File: config.mk
export PLATFORM = sky130hd
export DESIGN_NAME = txmc_regs
export DESIGN_NICKNAME = d
export VERILOG_FILES = /design/src/txmc_pkg.sv /design/src/txmc_decode.sv /design/src/txmc_regs.sv
export SDC_FILE = /design/constraint.sdc
export NUM_CORES = 1
export LEC_CHECK = 0
export ABC_AREA = 1
export BUFFER_PORTS_ARGS = -buffer_cell sky130_fd_sc_hd__buf_4
export CAP_MARGIN = 20
export CORE_UTILIZATION = 40
export DETAILED_ROUTE_END_ITERATION = 8
export GPL_ROUTABILITY_DRIVEN = 0
export PLACE_DENSITY_LB_ADDON = 0.3
export SYNTH_ARGS = -nofsm -noshare
export SYNTH_HDL_FRONTEND = slang
export SYNTH_HIERARCHICAL = 1
export SYNTH_SLANG_ARGS = --single-unit
File: constraint.sdc
create_clock -name hclk -period 1.8 [get_ports hclk]
set_input_delay 0.36 -clock hclk [delete_from_list [all_inputs] [get_ports hclk]]
set_output_delay 0.36 -clock hclk [all_outputs]
set_load 0.005 [all_outputs]
File: src/txmc_pkg.sv
// Package: offsets, field layouts and reset values of the TX modulation config registers
package txmc_pkg;

  // ----------------------------------------------------------------
  // Register indices (byte address is four times the index)
  // ----------------------------------------------------------------
  localparam logic [5:0] IDX_RSVD_A    = 6'h26;
  localparam logic [5:0] IDX_RSVD_B    = 6'h27;
  localparam logic [5:0] IDX_TX_DRV    = 6'h28;  // Space A
  localparam logic [5:0] IDX_AUX_MOD   = 6'h28;  // Space B
  localparam logic [5:0] IDX_TGT_RES   = 6'h29;  // Space A
  localparam logic [5:0] IDX_RAM_RES   = 6'h2a;  // Space B
  localparam logic [5:0] IDX_STATUS    = 6'h3e;
  localparam logic [5:0] IDX_SPACE_SEL = 6'h3f;

  // ----------------------------------------------------------------
  // Reset values and write masks
  // ----------------------------------------------------------------
  localparam logic [7:0] TX_DRV_RST    = 8'h70;
  localparam logic [7:0] AUX_MOD_RST   = 8'h10;
  localparam logic [7:0] TGT_RES_RST   = 8'h70;
  localparam logic [6:0] RAM_RES_RST   = 7'h00;
  localparam logic [7:0] AUX_WR_MASK   = 8'hf8;

  // ----------------------------------------------------------------
  // Field positions
  // ----------------------------------------------------------------
  localparam int AM_IDX_LSB   = 4;
  localparam int DRV_RES_LSB  = 0;
  localparam int AUX_REG_DIS  = 7;
  localparam int AUX_EXT_POL  = 6;
  localparam int AUX_EXT_EN   = 5;
  localparam int AUX_DRV_LM   = 4;
  localparam int AUX_RSAM_EN  = 3;
  localparam int TGT_MOD_LSB  = 4;
  localparam int TGT_UNM_LSB  = 0;

  // ----------------------------------------------------------------
  // Bus and resistance code encodings
  // ----------------------------------------------------------------
  localparam logic [2:0] HSIZE_WORD  = 3'h2;
  localparam logic [3:0] RES_CODE_HZ = 4'hf;

endpackage : txmc_pkg

File: src/txmc_decode.sv
// Decoders from register codes to modulation depth and normalised resistances
`timescale 1ns/10ps
`default_nettype none

module txmc_decode (
  input  wire logic [3:0]  am_idx,
  input  wire logic [3:0]  drv_res,
  input  wire logic [3:0]  tgt_code,
  output logic      [5:0]  depth_pct,
  output logic      [2:0]  drv_norm,
  output logic             drv_hiz,
  output logic      [12:0] tgt_cnorm,
  output logic             tgt_hiz
);

  // ----------------------------------------------------------------
  // Lookup functions
  // ----------------------------------------------------------------
  function automatic logic [5:0] am_pct(input logic [3:0] c);
    logic [5:0] p;
    p = 6'd5 + {2'b00, c};
    unique case (c)
      4'd11:   p = 6'd17;
      4'd12:   p = 6'd19;
      4'd13:   p = 6'd22;
      4'd14:   p = 6'd26;
      4'd15:   p = 6'd40;
      default: p = 6'd5 + {2'b00, c};
    endcase
    return p;
  endfunction : am_pct

  // Hundredths of the unit resistance; code 15 is high impedance
  function automatic logic [12:0] tgt_res(input logic [3:0] c);
    logic [12:0] r;
    r = 13'd0;
    unique case (c)
      4'd0:  r = 13'd25;
      4'd1:  r = 13'd50;
      4'd2:  r = 13'd100;
      4'd3:  r = 13'd200;
      4'd4:  r = 13'd305;
      4'd5:  r = 13'd400;
      4'd6:  r = 13'd640;
      4'd7:  r = 13'd800;
      4'd8:  r = 13'd915;
      4'd9:  r = 13'd1068;
      4'd10: r = 13'd1280;
      4'd11: r = 13'd1600;
      4'd12: r = 13'd2133;
      4'd13: r = 13'd3200;
      4'd14: r = 13'd6400;
      4'd15: r = 13'd0;
    endcase
    return r;
  endfunction : tgt_res

  // ----------------------------------------------------------------
  // Decode
  // ----------------------------------------------------------------
  always_comb begin
    depth_pct = am_pct(am_idx);
    tgt_cnorm = tgt_res(tgt_code);
    tgt_hiz   = (tgt_code == txmc_pkg::RES_CODE_HZ);
    drv_hiz   = (drv_res == txmc_pkg::RES_CODE_HZ);
    // Codes 0 and 1 are undefined; they fall back to the lowest resistance
    if (drv_res >= 4'd5) begin
      drv_norm = 3'd4;
    end else if (drv_res >= 4'd3) begin
      drv_norm = 3'd2;
    end else begin
      drv_norm = 3'd1;
    end
  end

endmodule : txmc_decode

`default_nettype wire

File: src/txmc_regs.sv
// TX modulation configuration registers behind an AHB-Lite slave
// Function
// - AM index codes map to 5-40 percent depth
// - Driver resistance codes select 1, 2, 4, high-Z
// - TX driver resets 0x70, host read/write
// - Aux register shares address, space B
// - Regulator AM disable bit, inverted sense
// - Polarity bit inverts external load-mod pin
// - External pin follows load mod only when enabled
// - Driver load mod uses target resistances
// - Resistive AM uses seven-bit resistance field
// - Target nibbles decode 0.25 to 64, 15 high-Z
// - Reserved registers read zero
`timescale 1ns/10ps
`default_nettype none

module txmc_regs #(
  parameter int ADDR_W = 8
) (
  input  wire logic              hclk,
  input  wire logic              hresetn,
  input  wire logic              hsel,
  input  wire logic [ADDR_W-1:0] haddr,
  input  wire logic [1:0]        htrans,
  input  wire logic              hwrite,
  input  wire logic [2:0]        hsize,
  input  wire logic [31:0]       hwdata,
  input  wire logic              hready,
  input  wire logic              target_loadmod,
  output logic                   hreadyout,
  output logic                   hresp,
  output logic      [31:0]       hrdata,
  output logic                   regulator_am_active,
  output logic      [5:0]        regulator_am_depth_pct,
  output logic      [2:0]        driver_res_norm,
  output logic                   driver_res_hiz,
  output logic                   ext_loadmod_pin,
  output logic                   resistive_am_active,
  output logic      [6:0]        resistive_am_resistance,
  output logic      [12:0]       target_res_cnorm,
  output logic                   target_res_hiz,
  output logic                   target_mod_state
);

  // ----------------------------------------------------------------
  // Parameter check
  // ----------------------------------------------------------------
  if (ADDR_W < 8) begin : g_addr_chk
    $error("txmc_regs: ADDR_W must be at least 8");
  end

  // ----------------------------------------------------------------
  // Declarations
  // ----------------------------------------------------------------
  logic [7:0]  tx_drv_ff;
  logic [7:0]  aux_mod_ff;
  logic [7:0]  tgt_res_ff;
  logic [6:0]  ram_res_ff;
  logic        space_b_ff;
  logic        wr_pend_ff;
  logic        rd_pend_ff;
  logic [5:0]  idx_ff;
  logic        hreadyout_ff;
  logic        hresp_ff;
  logic [31:0] hrdata_ff;
  logic        reg_am_ff;
  logic [5:0]  depth_ff;
  logic [2:0]  drv_norm_ff;
  logic        drv_hiz_ff;
  logic        ext_pin_ff;
  logic        rsam_en_ff;
  logic [6:0]  res_code_ff;
  logic [12:0] tgt_cnorm_ff;
  logic        tgt_hiz_ff;
  logic        tgt_mod_ff;
  logic        accept;
  logic        commit;
  logic        mod_now;
  logic [3:0]  tgt_code;
  logic [5:0]  nxt_depth;
  logic [2:0]  nxt_drv_norm;
  logic        nxt_drv_hiz;
  logic [12:0] nxt_tgt_cnorm;
  logic        nxt_tgt_hiz;
  logic [31:0] nxt_hrdata;

  assign accept   = hsel && hready && htrans[1];
  assign commit   = wr_pend_ff && hready;
  // Driver modulates from the target table only while enabled
  assign mod_now  = aux_mod_ff[txmc_pkg::AUX_DRV_LM] && target_loadmod;
  assign tgt_code = mod_now ? tgt_res_ff[txmc_pkg::TGT_MOD_LSB +: 4] : tgt_res_ff[txmc_pkg::TGT_UNM_LSB +: 4];

  // ----------------------------------------------------------------
  // Decoders
  // ----------------------------------------------------------------
  txmc_decode u_txmc_decode (
    .am_idx    (tx_drv_ff[txmc_pkg::AM_IDX_LSB +: 4]),
    .drv_res   (tx_drv_ff[txmc_pkg::DRV_RES_LSB +: 4]),
    .tgt_code  (tgt_code),
    .depth_pct (nxt_depth),
    .drv_norm  (nxt_drv_norm),
    .drv_hiz   (nxt_drv_hiz),
    .tgt_cnorm (nxt_tgt_cnorm),
    .tgt_hiz   (nxt_tgt_hiz)
  );

  // ----------------------------------------------------------------
  // Bus phases
  // ----------------------------------------------------------------
  // Reads take one wait state so read data always leaves a flop
  always_ff @(posedge hclk or negedge hresetn) begin
    if (!hresetn) begin
      wr_pend_ff   <= 1'b0;
      rd_pend_ff   <= 1'b0;
      idx_ff       <= 6'h00;
      hreadyout_ff <= 1'b1;
      hresp_ff     <= 1'b0;
    end else begin
      hresp_ff <= 1'b0;
      if (hready) begin
        wr_pend_ff <= accept && hwrite && (hsize == txmc_pkg::HSIZE_WORD);
        rd_pend_ff <= accept && !hwrite;
        hreadyout_ff <= !(accept && !hwrite);
        if (accept) begin
          idx_ff <= haddr[7:2];
        end
      end else begin
        rd_pend_ff   <= 1'b0;
        hreadyout_ff <= 1'b1;
      end
    end
  end

  // ----------------------------------------------------------------
  // Register writes
  // ----------------------------------------------------------------
  always_ff @(posedge hclk or negedge hresetn) begin
    if (!hresetn) begin
      tx_drv_ff  <= txmc_pkg::TX_DRV_RST;
      aux_mod_ff <= txmc_pkg::AUX_MOD_RST;
      tgt_res_ff <= txmc_pkg::TGT_RES_RST;
      ram_res_ff <= txmc_pkg::RAM_RES_RST;
      space_b_ff <= 1'b0;
    end else if (commit) begin
      if (idx_ff == txmc_pkg::IDX_SPACE_SEL) begin
        space_b_ff <= hwdata[0];
      end
      if (!space_b_ff) begin
        if (idx_ff == txmc_pkg::IDX_TX_DRV) begin
          tx_drv_ff <= hwdata[7:0];
        end
        if (idx_ff == txmc_pkg::IDX_TGT_RES) begin
          tgt_res_ff <= hwdata[7:0];
        end
      end else begin
        if (idx_ff == txmc_pkg::IDX_AUX_MOD) begin
          aux_mod_ff <= hwdata[7:0] & txmc_pkg::AUX_WR_MASK;
        end
        if (idx_ff == txmc_pkg::IDX_RAM_RES) begin
          ram_res_ff <= hwdata[6:0];
        end
      end
    end
  end

  // ----------------------------------------------------------------
  // Read mux
  // ----------------------------------------------------------------
  // Reserved and unmapped words are not decoded, so they read zero
  always_comb begin
    nxt_hrdata = 32'h0000_0000;
    if (idx_ff == txmc_pkg::IDX_SPACE_SEL) begin
      nxt_hrdata = {31'h0000_0000, space_b_ff};
    end else if (idx_ff == txmc_pkg::IDX_STATUS) begin
      nxt_hrdata = {21'h00_0000, tgt_mod_ff, tgt_hiz_ff, ext_pin_ff, drv_hiz_ff, reg_am_ff, depth_ff};
    end else if (!space_b_ff && idx_ff == txmc_pkg::IDX_TX_DRV) begin
      nxt_hrdata = {24'h00_0000, tx_drv_ff};
    end else if (!space_b_ff && idx_ff == txmc_pkg::IDX_TGT_RES) begin
      nxt_hrdata = {24'h00_0000, tgt_res_ff};
    end else if (space_b_ff && idx_ff == txmc_pkg::IDX_AUX_MOD) begin
      nxt_hrdata = {24'h00_0000, aux_mod_ff};
    end else if (space_b_ff && idx_ff == txmc_pkg::IDX_RAM_RES) begin
      nxt_hrdata = {25'h000_0000, ram_res_ff};
    end
  end

  always_ff @(posedge hclk or negedge hresetn) begin
    if (!hresetn) begin
      hrdata_ff <= 32'h0000_0000;
    end else if (rd_pend_ff) begin
      hrdata_ff <= nxt_hrdata;
    end
  end

  // ----------------------------------------------------------------
  // Modulation controls
  // ----------------------------------------------------------------
  always_ff @(posedge hclk or negedge hresetn) begin
    if (!hresetn) begin
      reg_am_ff   <= 1'b0;
      depth_ff    <= 6'h00;
      drv_norm_ff <= 3'h0;
      drv_hiz_ff  <= 1'b0;
    end else begin
      reg_am_ff   <= !aux_mod_ff[txmc_pkg::AUX_REG_DIS];
      depth_ff    <= nxt_depth;
      drv_norm_ff <= nxt_drv_norm;
      drv_hiz_ff  <= nxt_drv_hiz;
    end
  end

  // Pin rests at its inactive level while disabled
  always_ff @(posedge hclk or negedge hresetn) begin
    if (!hresetn) begin
      ext_pin_ff <= 1'b0;
    end else if (aux_mod_ff[txmc_pkg::AUX_EXT_EN]) begin
      ext_pin_ff <= target_loadmod ^ aux_mod_ff[txmc_pkg::AUX_EXT_POL];
    end else begin
      ext_pin_ff <= aux_mod_ff[txmc_pkg::AUX_EXT_POL];
    end
  end

  always_ff @(posedge hclk or negedge hresetn) begin
    if (!hresetn) begin
      rsam_en_ff  <= 1'b0;
      res_code_ff <= 7'h00;
    end else begin
      rsam_en_ff  <= aux_mod_ff[txmc_pkg::AUX_RSAM_EN];
      res_code_ff <= aux_mod_ff[txmc_pkg::AUX_RSAM_EN] ? ram_res_ff : 7'h00;
    end
  end

  // Nibbles are taken live; the host must set them before target mode
  always_ff @(posedge hclk or negedge hresetn) begin
    if (!hresetn) begin
      tgt_cnorm_ff <= 13'h0000;
      tgt_hiz_ff   <= 1'b0;
      tgt_mod_ff   <= 1'b0;
    end else begin
      tgt_cnorm_ff <= nxt_tgt_cnorm;
      tgt_hiz_ff   <= nxt_tgt_hiz;
      tgt_mod_ff   <= mod_now;
    end
  end

  // ----------------------------------------------------------------
  // Outputs
  // ----------------------------------------------------------------
  assign hreadyout               = hreadyout_ff;
  assign hresp                   = hresp_ff;
  assign hrdata                  = hrdata_ff;
  assign regulator_am_active     = reg_am_ff;
  assign regulator_am_depth_pct  = depth_ff;
  assign driver_res_norm         = drv_norm_ff;
  assign driver_res_hiz          = drv_hiz_ff;
  assign ext_loadmod_pin         = ext_pin_ff;
  assign resistive_am_active     = rsam_en_ff;
  assign resistive_am_resistance = res_code_ff;
  assign target_res_cnorm        = tgt_cnorm_ff;
  assign target_res_hiz          = tgt_hiz_ff;
  assign target_mod_state        = tgt_mod_ff;

  // ----------------------------------------------------------------
  // Assertions
  // ----------------------------------------------------------------
  a_am_depth_top: assert property (
    @(posedge hclk) disable iff (!hresetn)
    (tx_drv_ff[7:4] == 4'd15) ##1 (tx_drv_ff[7:4] == 4'd15) |-> depth_ff == 6'd40)
    else $error("AM depth for code 15 is not 40");

  a_am_depth_low: assert property (
    @(posedge hclk) disable iff (!hresetn)
    (tx_drv_ff[7:4] == 4'd10) |=> depth_ff == 6'd15)
    else $error("AM depth for code 10 is not 15");

  a_drv_res_map: assert property (
    @(posedge hclk) disable iff (!hresetn)
    (tx_drv_ff[3:0] == 4'd15) |=> drv_hiz_ff && drv_norm_ff == 3'd4)
    else $error("Driver code 15 not high impedance");

  a_tx_drv_write: assert property (
    @(posedge hclk) disable iff (!hresetn)
    commit && !space_b_ff && idx_ff == 6'h28 |=> tx_drv_ff == $past(hwdata[7:0]))
    else $error("TX driver write lost");

  a_space_route: assert property (
    @(posedge hclk) disable iff (!hresetn)
    commit && space_b_ff && idx_ff == 6'h28 |=> $stable(tx_drv_ff) && aux_mod_ff == ($past(hwdata[7:0]) & 8'hf8))
    else $error("Space B write reached the wrong register");

  a_reg_am_off: assert property (
    @(posedge hclk) disable iff (!hresetn)
    aux_mod_ff[7] |=> !regulator_am_active)
    else $error("Regulator AM active while disabled");

  a_ext_pin_pol: assert property (
    @(posedge hclk) disable iff (!hresetn)
    aux_mod_ff[5] && target_loadmod |=> ext_loadmod_pin == !$past(aux_mod_ff[6]))
    else $error("External pin polarity wrong");

  a_ext_pin_idle: assert property (
    @(posedge hclk) disable iff (!hresetn)
    !aux_mod_ff[5] |=> ext_loadmod_pin == $past(aux_mod_ff[6]))
    else $error("External pin moved while disabled");

  a_drv_lm_off: assert property (
    @(posedge hclk) disable iff (!hresetn)
    !aux_mod_ff[4] |=> !target_mod_state)
    else $error("Driver load modulation while disabled");

  a_rsam_code: assert property (
    @(posedge hclk) disable iff (!hresetn)
    aux_mod_ff[3] |=> resistive_am_active && resistive_am_resistance == $past(ram_res_ff))
    else $error("Resistive AM code not applied");

  a_tgt_hiz_map: assert property (
    @(posedge hclk) disable iff (!hresetn)
    !mod_now && tgt_res_ff[3:0] == 4'd0 |=> target_res_cnorm == 13'd25 && !target_res_hiz)
    else $error("Target code 0 not 0.25");

  a_rsvd_read: assert property (
    @(posedge hclk) disable iff (!hresetn)
    rd_pend_ff && (idx_ff == 6'h26 || idx_ff == 6'h27) |=> hreadyout && hrdata == 32'h0)
    else $error("Reserved register read not zero");

  a_aux_rsvd: assert property (
    @(posedge hclk) disable iff (!hresetn)
    aux_mod_ff[2:0] == 3'h0)
    else $error("Aux reserved bits set");

endmodule : txmc_regs

`default_nettype wire
==> impl_metrics.env <==
export IMPL_firstDrtPassIters=4
export IMPL_port_buffer_count=70
export IMPL_timing_rr_end="target_res_cnorm[5]"
export IMPL_cp_end_kind="flip-flop"
export IMPL_outcome="completed"
export IMPL_worstHoldEndpoint="rd_pend_ff"
export IMPL_globalRoute_totalOverflow=0
export IMPL_antenna_cells=0
export IMPL_multiplexer_area_fraction_after_synthesis_pct=0
export IMPL_holdPathStages=2
export IMPL_post_synthesis_sequential_area_ratio_pct=52.4
export IMPL_die_w_um=102
export IMPL_post_synth_inst_count=463
export IMPL_r2r_slack_ns=0.10
export IMPL_share_seq_of_total_power_pct=51.5
export IMPL_pwr_share_comb_pct=6.6
export IMPL_hold_path_startpoint="hwrite"
export IMPL_number_of_design_rule_violations_left_after_detail_routing=0
export IMPL_post_dp_hpwl_um=6330
export IMPL_p_sw_share_pct=22.5
export IMPL_clock_root_buffer="sky130_fd_sc_hd__clkbuf_8"
export IMPL_layout_cells_most_common="sky130_fd_sc_hd__nand2_1"
export IMPL_r2r_start="aux_mod_ff[4]"
export IMPL_setup_viol=0
export IMPL_clock_power_share_pct=41.9
export IMPL_tritoncts_num_sinks=84
export IMPL_rsz0062_at_grt="no"
export IMPL_synth_top_family_by_area="simple AND/OR/NAND/NOR gates"
export IMPL_layout_common_cells="137 x sky130_fd_sc_hd__nand2_1, 80 x sky130_fd_sc_hd__buf_4, 76 x sky130_fd_sc_hd__dfrtp_1"
export IMPL_yosys_warnings=6
export IMPL_global_route_usage_total_pct=17.3
export IMPL_synth_compound_area_share_pct=7.20
export IMPL_io_pin_count=120
export IMPL_criticalPathCategory="reg -> reg"
export IMPL_drt_first_iter_violations=247
export IMPL_post_drt_wl_per_cell_um=12.1
export IMPL_placement_rows=36
export IMPL_cts_max_level=3
export IMPL_area_growth_synth_to_final_pct=21.5
export IMPL_path_max_fanout=6
export IMPL_critical_path_startpoint_type="flip-flop"
export IMPL_cts_buffers=9
export IMPL_post_drt_via_cell_ratio=4.60
export IMPL_non_filler_cells_final=681
export IMPL_synth_xor_area_share_pct=0.217
export IMPL_final_nets=602
export IMPL_post_dp_cell_area_mm2=0.00464
export IMPL_reg2regPathDepth=9
export IMPL_finalCriticalPeriod_ns=1.70
export IMPL_synth_cell_area_mm2=0.00403
export IMPL_max_clock_freq_mhz=590
export IMPL_yosys_area_share_adder_pct=2.48
export IMPL_antenna_violations_before_repair=0
export IMPL_dp_cells=663
export IMPL_timing_max_transition_violations_final=0
export IMPL_crit_required_ns=2.05
export IMPL_wl_um=8240
export IMPL_core_region_area_mm2=0.00977
export IMPL_power_density_cell_area_mw_per_mm2=773
export IMPL_static_leakage_power_nw=2.62
export IMPL_first_global_vias=2982
export IMPL_drv_cap=0
export IMPL_fp_dieArea_mm2=0.0105
export IMPL_pre_cts_ws_ns=0.0202
export IMPL_clk_lat_worst_skew_ns=0.35
export IMPL_final_layout_size_suffix_gt1_share_pct=24.5
export IMPL_setup_tns_ns=0
export IMPL_start_util_pct=41.2
export IMPL_drt_antenna_violating_nets=0
export IMPL_layout_filler_cells=952
export IMPL_synth_cell_type_count=37
export IMPL_finish_instance_area_mm2=0.00490
export IMPL_routed_via_count=3135
export IMPL_net_switching_power_mw=0.852
export IMPL_ir_worst_vdd_uv=461
export IMPL_final_hold_viol_count=0
export IMPL_cts_buffer_depth=2
export IMPL_synth_simple_area_share_pct=26.1
export IMPL_hold_path_class="in -> reg"
export IMPL_finalClockSkew_ns=0.0116
export IMPL_path_clk_slew_ns=0.09
export IMPL_post_route_period_util_pct=94.2
export IMPL_postSynthRegisterBits=84
export IMPL_dieHeight_um=102
export IMPL_first_pass_grt_wire_length_um=13800
export IMPL_setup_slack_ns=0.104
export IMPL_crit_arrival_ns=1.94
export IMPL_avgSynthCellArea_um2=8.71
export IMPL_largest_net_degree_at_the_start_of_global_routing=37
export IMPL_internal_power_mw=2.93
export IMPL_cts_tree="yes"
-- worst max-delay path by stage --
| stage | cells after the start | slack, ns | end | start |
|---|---|---|---|---|
| final | 9 | 0.10 | target_res_cnorm[5] | aux_mod_ff[4] |
| after global routing | 9 | 0.007 | target_res_cnorm[5] | aux_mod_ff[4] |
| after CTS | 9 | 0.005 | target_res_cnorm[5] | aux_mod_ff[4] |
| after detailed placement | 9 | 0.02 | target_res_cnorm[5] | aux_mod_ff[4] |
| after global placement | 9 | 0.03 | target_res_cnorm[5] | aux_mod_ff[4] |
| after floorplan | 9 | 0.04 | target_res_cnorm[5] | aux_mod_ff[4] |
-- through the flow --
step           hold slack (ns)  util [%]  total power [mW]
6_report                 0.185      50.1              3.78
5_1_grt                  0.170      50.1              3.94
4_1_cts                  0.172      50.0              3.83
3_5_place_dp             0.325      47.5              2.24
3_3_place_gp             0.323      47.5              2.23
2_1_floorplan           0.0644         -              2.14
-- synthesized netlist by cell type --
cell type                  count  share of area [%]
sky130_fd_sc_hd__nand2_1     138                 13
sky130_fd_sc_hd__dfrtp_1      76                 47
sky130_fd_sc_hd__inv_1        49                4.6
sky130_fd_sc_hd__nand3_1      35                4.3
sky130_fd_sc_hd__nor2_1       32                3.0
sky130_fd_sc_hd__o21ai_0      31                3.8
sky130_fd_sc_hd__buf_4        26                4.8
sky130_fd_sc_hd__nand4_1      10                1.6
sky130_fd_sc_hd__o21ai_2       9                2.0
sky130_fd_sc_hd__dfstp_2       8                5.2
sky130_fd_sc_hd__ha_1          8                2.5
sky130_fd_sc_hd__o21ai_1       4               0.50
sky130_fd_sc_hd__buf_6         3               0.84
sky130_fd_sc_hd__clkbuf_1      3               0.28
sky130_fd_sc_hd__inv_2         3               0.28
sky130_fd_sc_hd__nand3_2       3               0.74
sky130_fd_sc_hd__buf_2         2               0.25
sky130_fd_sc_hd__nand2_2       2               0.31
sky130_fd_sc_hd__nand3b_1      2               0.37
sky130_fd_sc_hd__o211ai_1      2               0.37
sky130_fd_sc_hd__a21oi_1       1               0.12
sky130_fd_sc_hd__a21oi_2       1               0.22
sky130_fd_sc_hd__clkinv_1      1              0.093
sky130_fd_sc_hd__clkinv_2      1               0.12
sky130_fd_sc_hd__clkinv_4      1               0.22
sky130_fd_sc_hd__conb_1        1              0.093
sky130_fd_sc_hd__nand2_4       1               0.28
sky130_fd_sc_hd__nand3_4       1               0.43
sky130_fd_sc_hd__nand4_4       1               0.53
sky130_fd_sc_hd__nor2_2        1               0.16
sky130_fd_sc_hd__nor2_4        1               0.28
sky130_fd_sc_hd__nor2_8        1               0.50
sky130_fd_sc_hd__nor3_4        1               0.40
sky130_fd_sc_hd__nor3b_1       1               0.19
sky130_fd_sc_hd__o21a_1        1               0.19
sky130_fd_sc_hd__or2_4         1               0.22
sky130_fd_sc_hd__xor2_1        1               0.22
-- critical path, cell delays in order (launching register included) --
cell	delay [ns]
sky130_fd_sc_hd__dfstp_2	0.54
sky130_fd_sc_hd__nand2_2	0.09
sky130_fd_sc_hd__inv_2	0.08
sky130_fd_sc_hd__nand2_1	0.05
sky130_fd_sc_hd__nand2_1	0.08
sky130_fd_sc_hd__inv_1	0.06
sky130_fd_sc_hd__ha_1	0.31
sky130_fd_sc_hd__or2_4	0.28
sky130_fd_sc_hd__nand3_1	0.07
sky130_fd_sc_hd__nand2_1	0.05
-- layout make-up --
class	instances	area (um^2)	share of cell area, %
repair buffers	82	631	12.9
clock buffers	10	128	2.61
flip-flops and latches	84	2110	43.1
clock inverters	6	111	2.27
inverters	55	213	4.34
multi-input cells	311	1540	31.4
well taps	133	166	3.40
-- metal layers --
layer	wire length, um	global-route usage [%]	vias up
met4	193	6.37	0
met2	4030	29.4	96
met1	3590	21.7	1446
met5	0	0	-
met3	427	3.76	16
li1	-	-	1577
-- power groups by stage --
| stage | combinational [mW] | sequential, mW | clock (mW) |
|---|---|---|---|
| after detailed placement | 0.253 | 1.99 | 0 |
| after global routing | 0.287 | 1.95 | 1.70 |
| final | 0.250 | 1.95 | 1.59 |
| after floorplan | 0.159 | 1.98 | 0 |
| after CTS | 0.255 | 1.95 | 1.62 |
| after global placement | 0.248 | 1.98 | 0 |
-- state kept, by name, summed over array words and instances (netlist names), 3 cells and up --
signal / count
aux_mod_ff: 5
tgt_res_ff: 8
tx_drv_ff: 8
idx_ff: 6
hrdata: 11
resistive_am_resistance: 7
target_res_cnorm: 13
regulator_am_depth_pct: 6
driver_res_norm: 3
ram_res_ff: 7
-- cells by family after synthesis --
kind of cell / after synthesis
buffers and inverters: 89
DFF: 84
adders and majority gates: 8
and+or+nand+nor: 231
AOI/OAI and AO/OA: 49
xor gates and xnor gates: 1
other: 1
-- repair_timing --
action / 4_1_cts / 5_1_grt
endpoints found under the hold margin: 30 / 0
gates resized for setup: 0 / 2
buffers inserted: 0 / 1
setup endpoints to repair: 0 / 7
hold buffers: 1 / 0
Note: power is estimated with default switching activity, not from simulation.
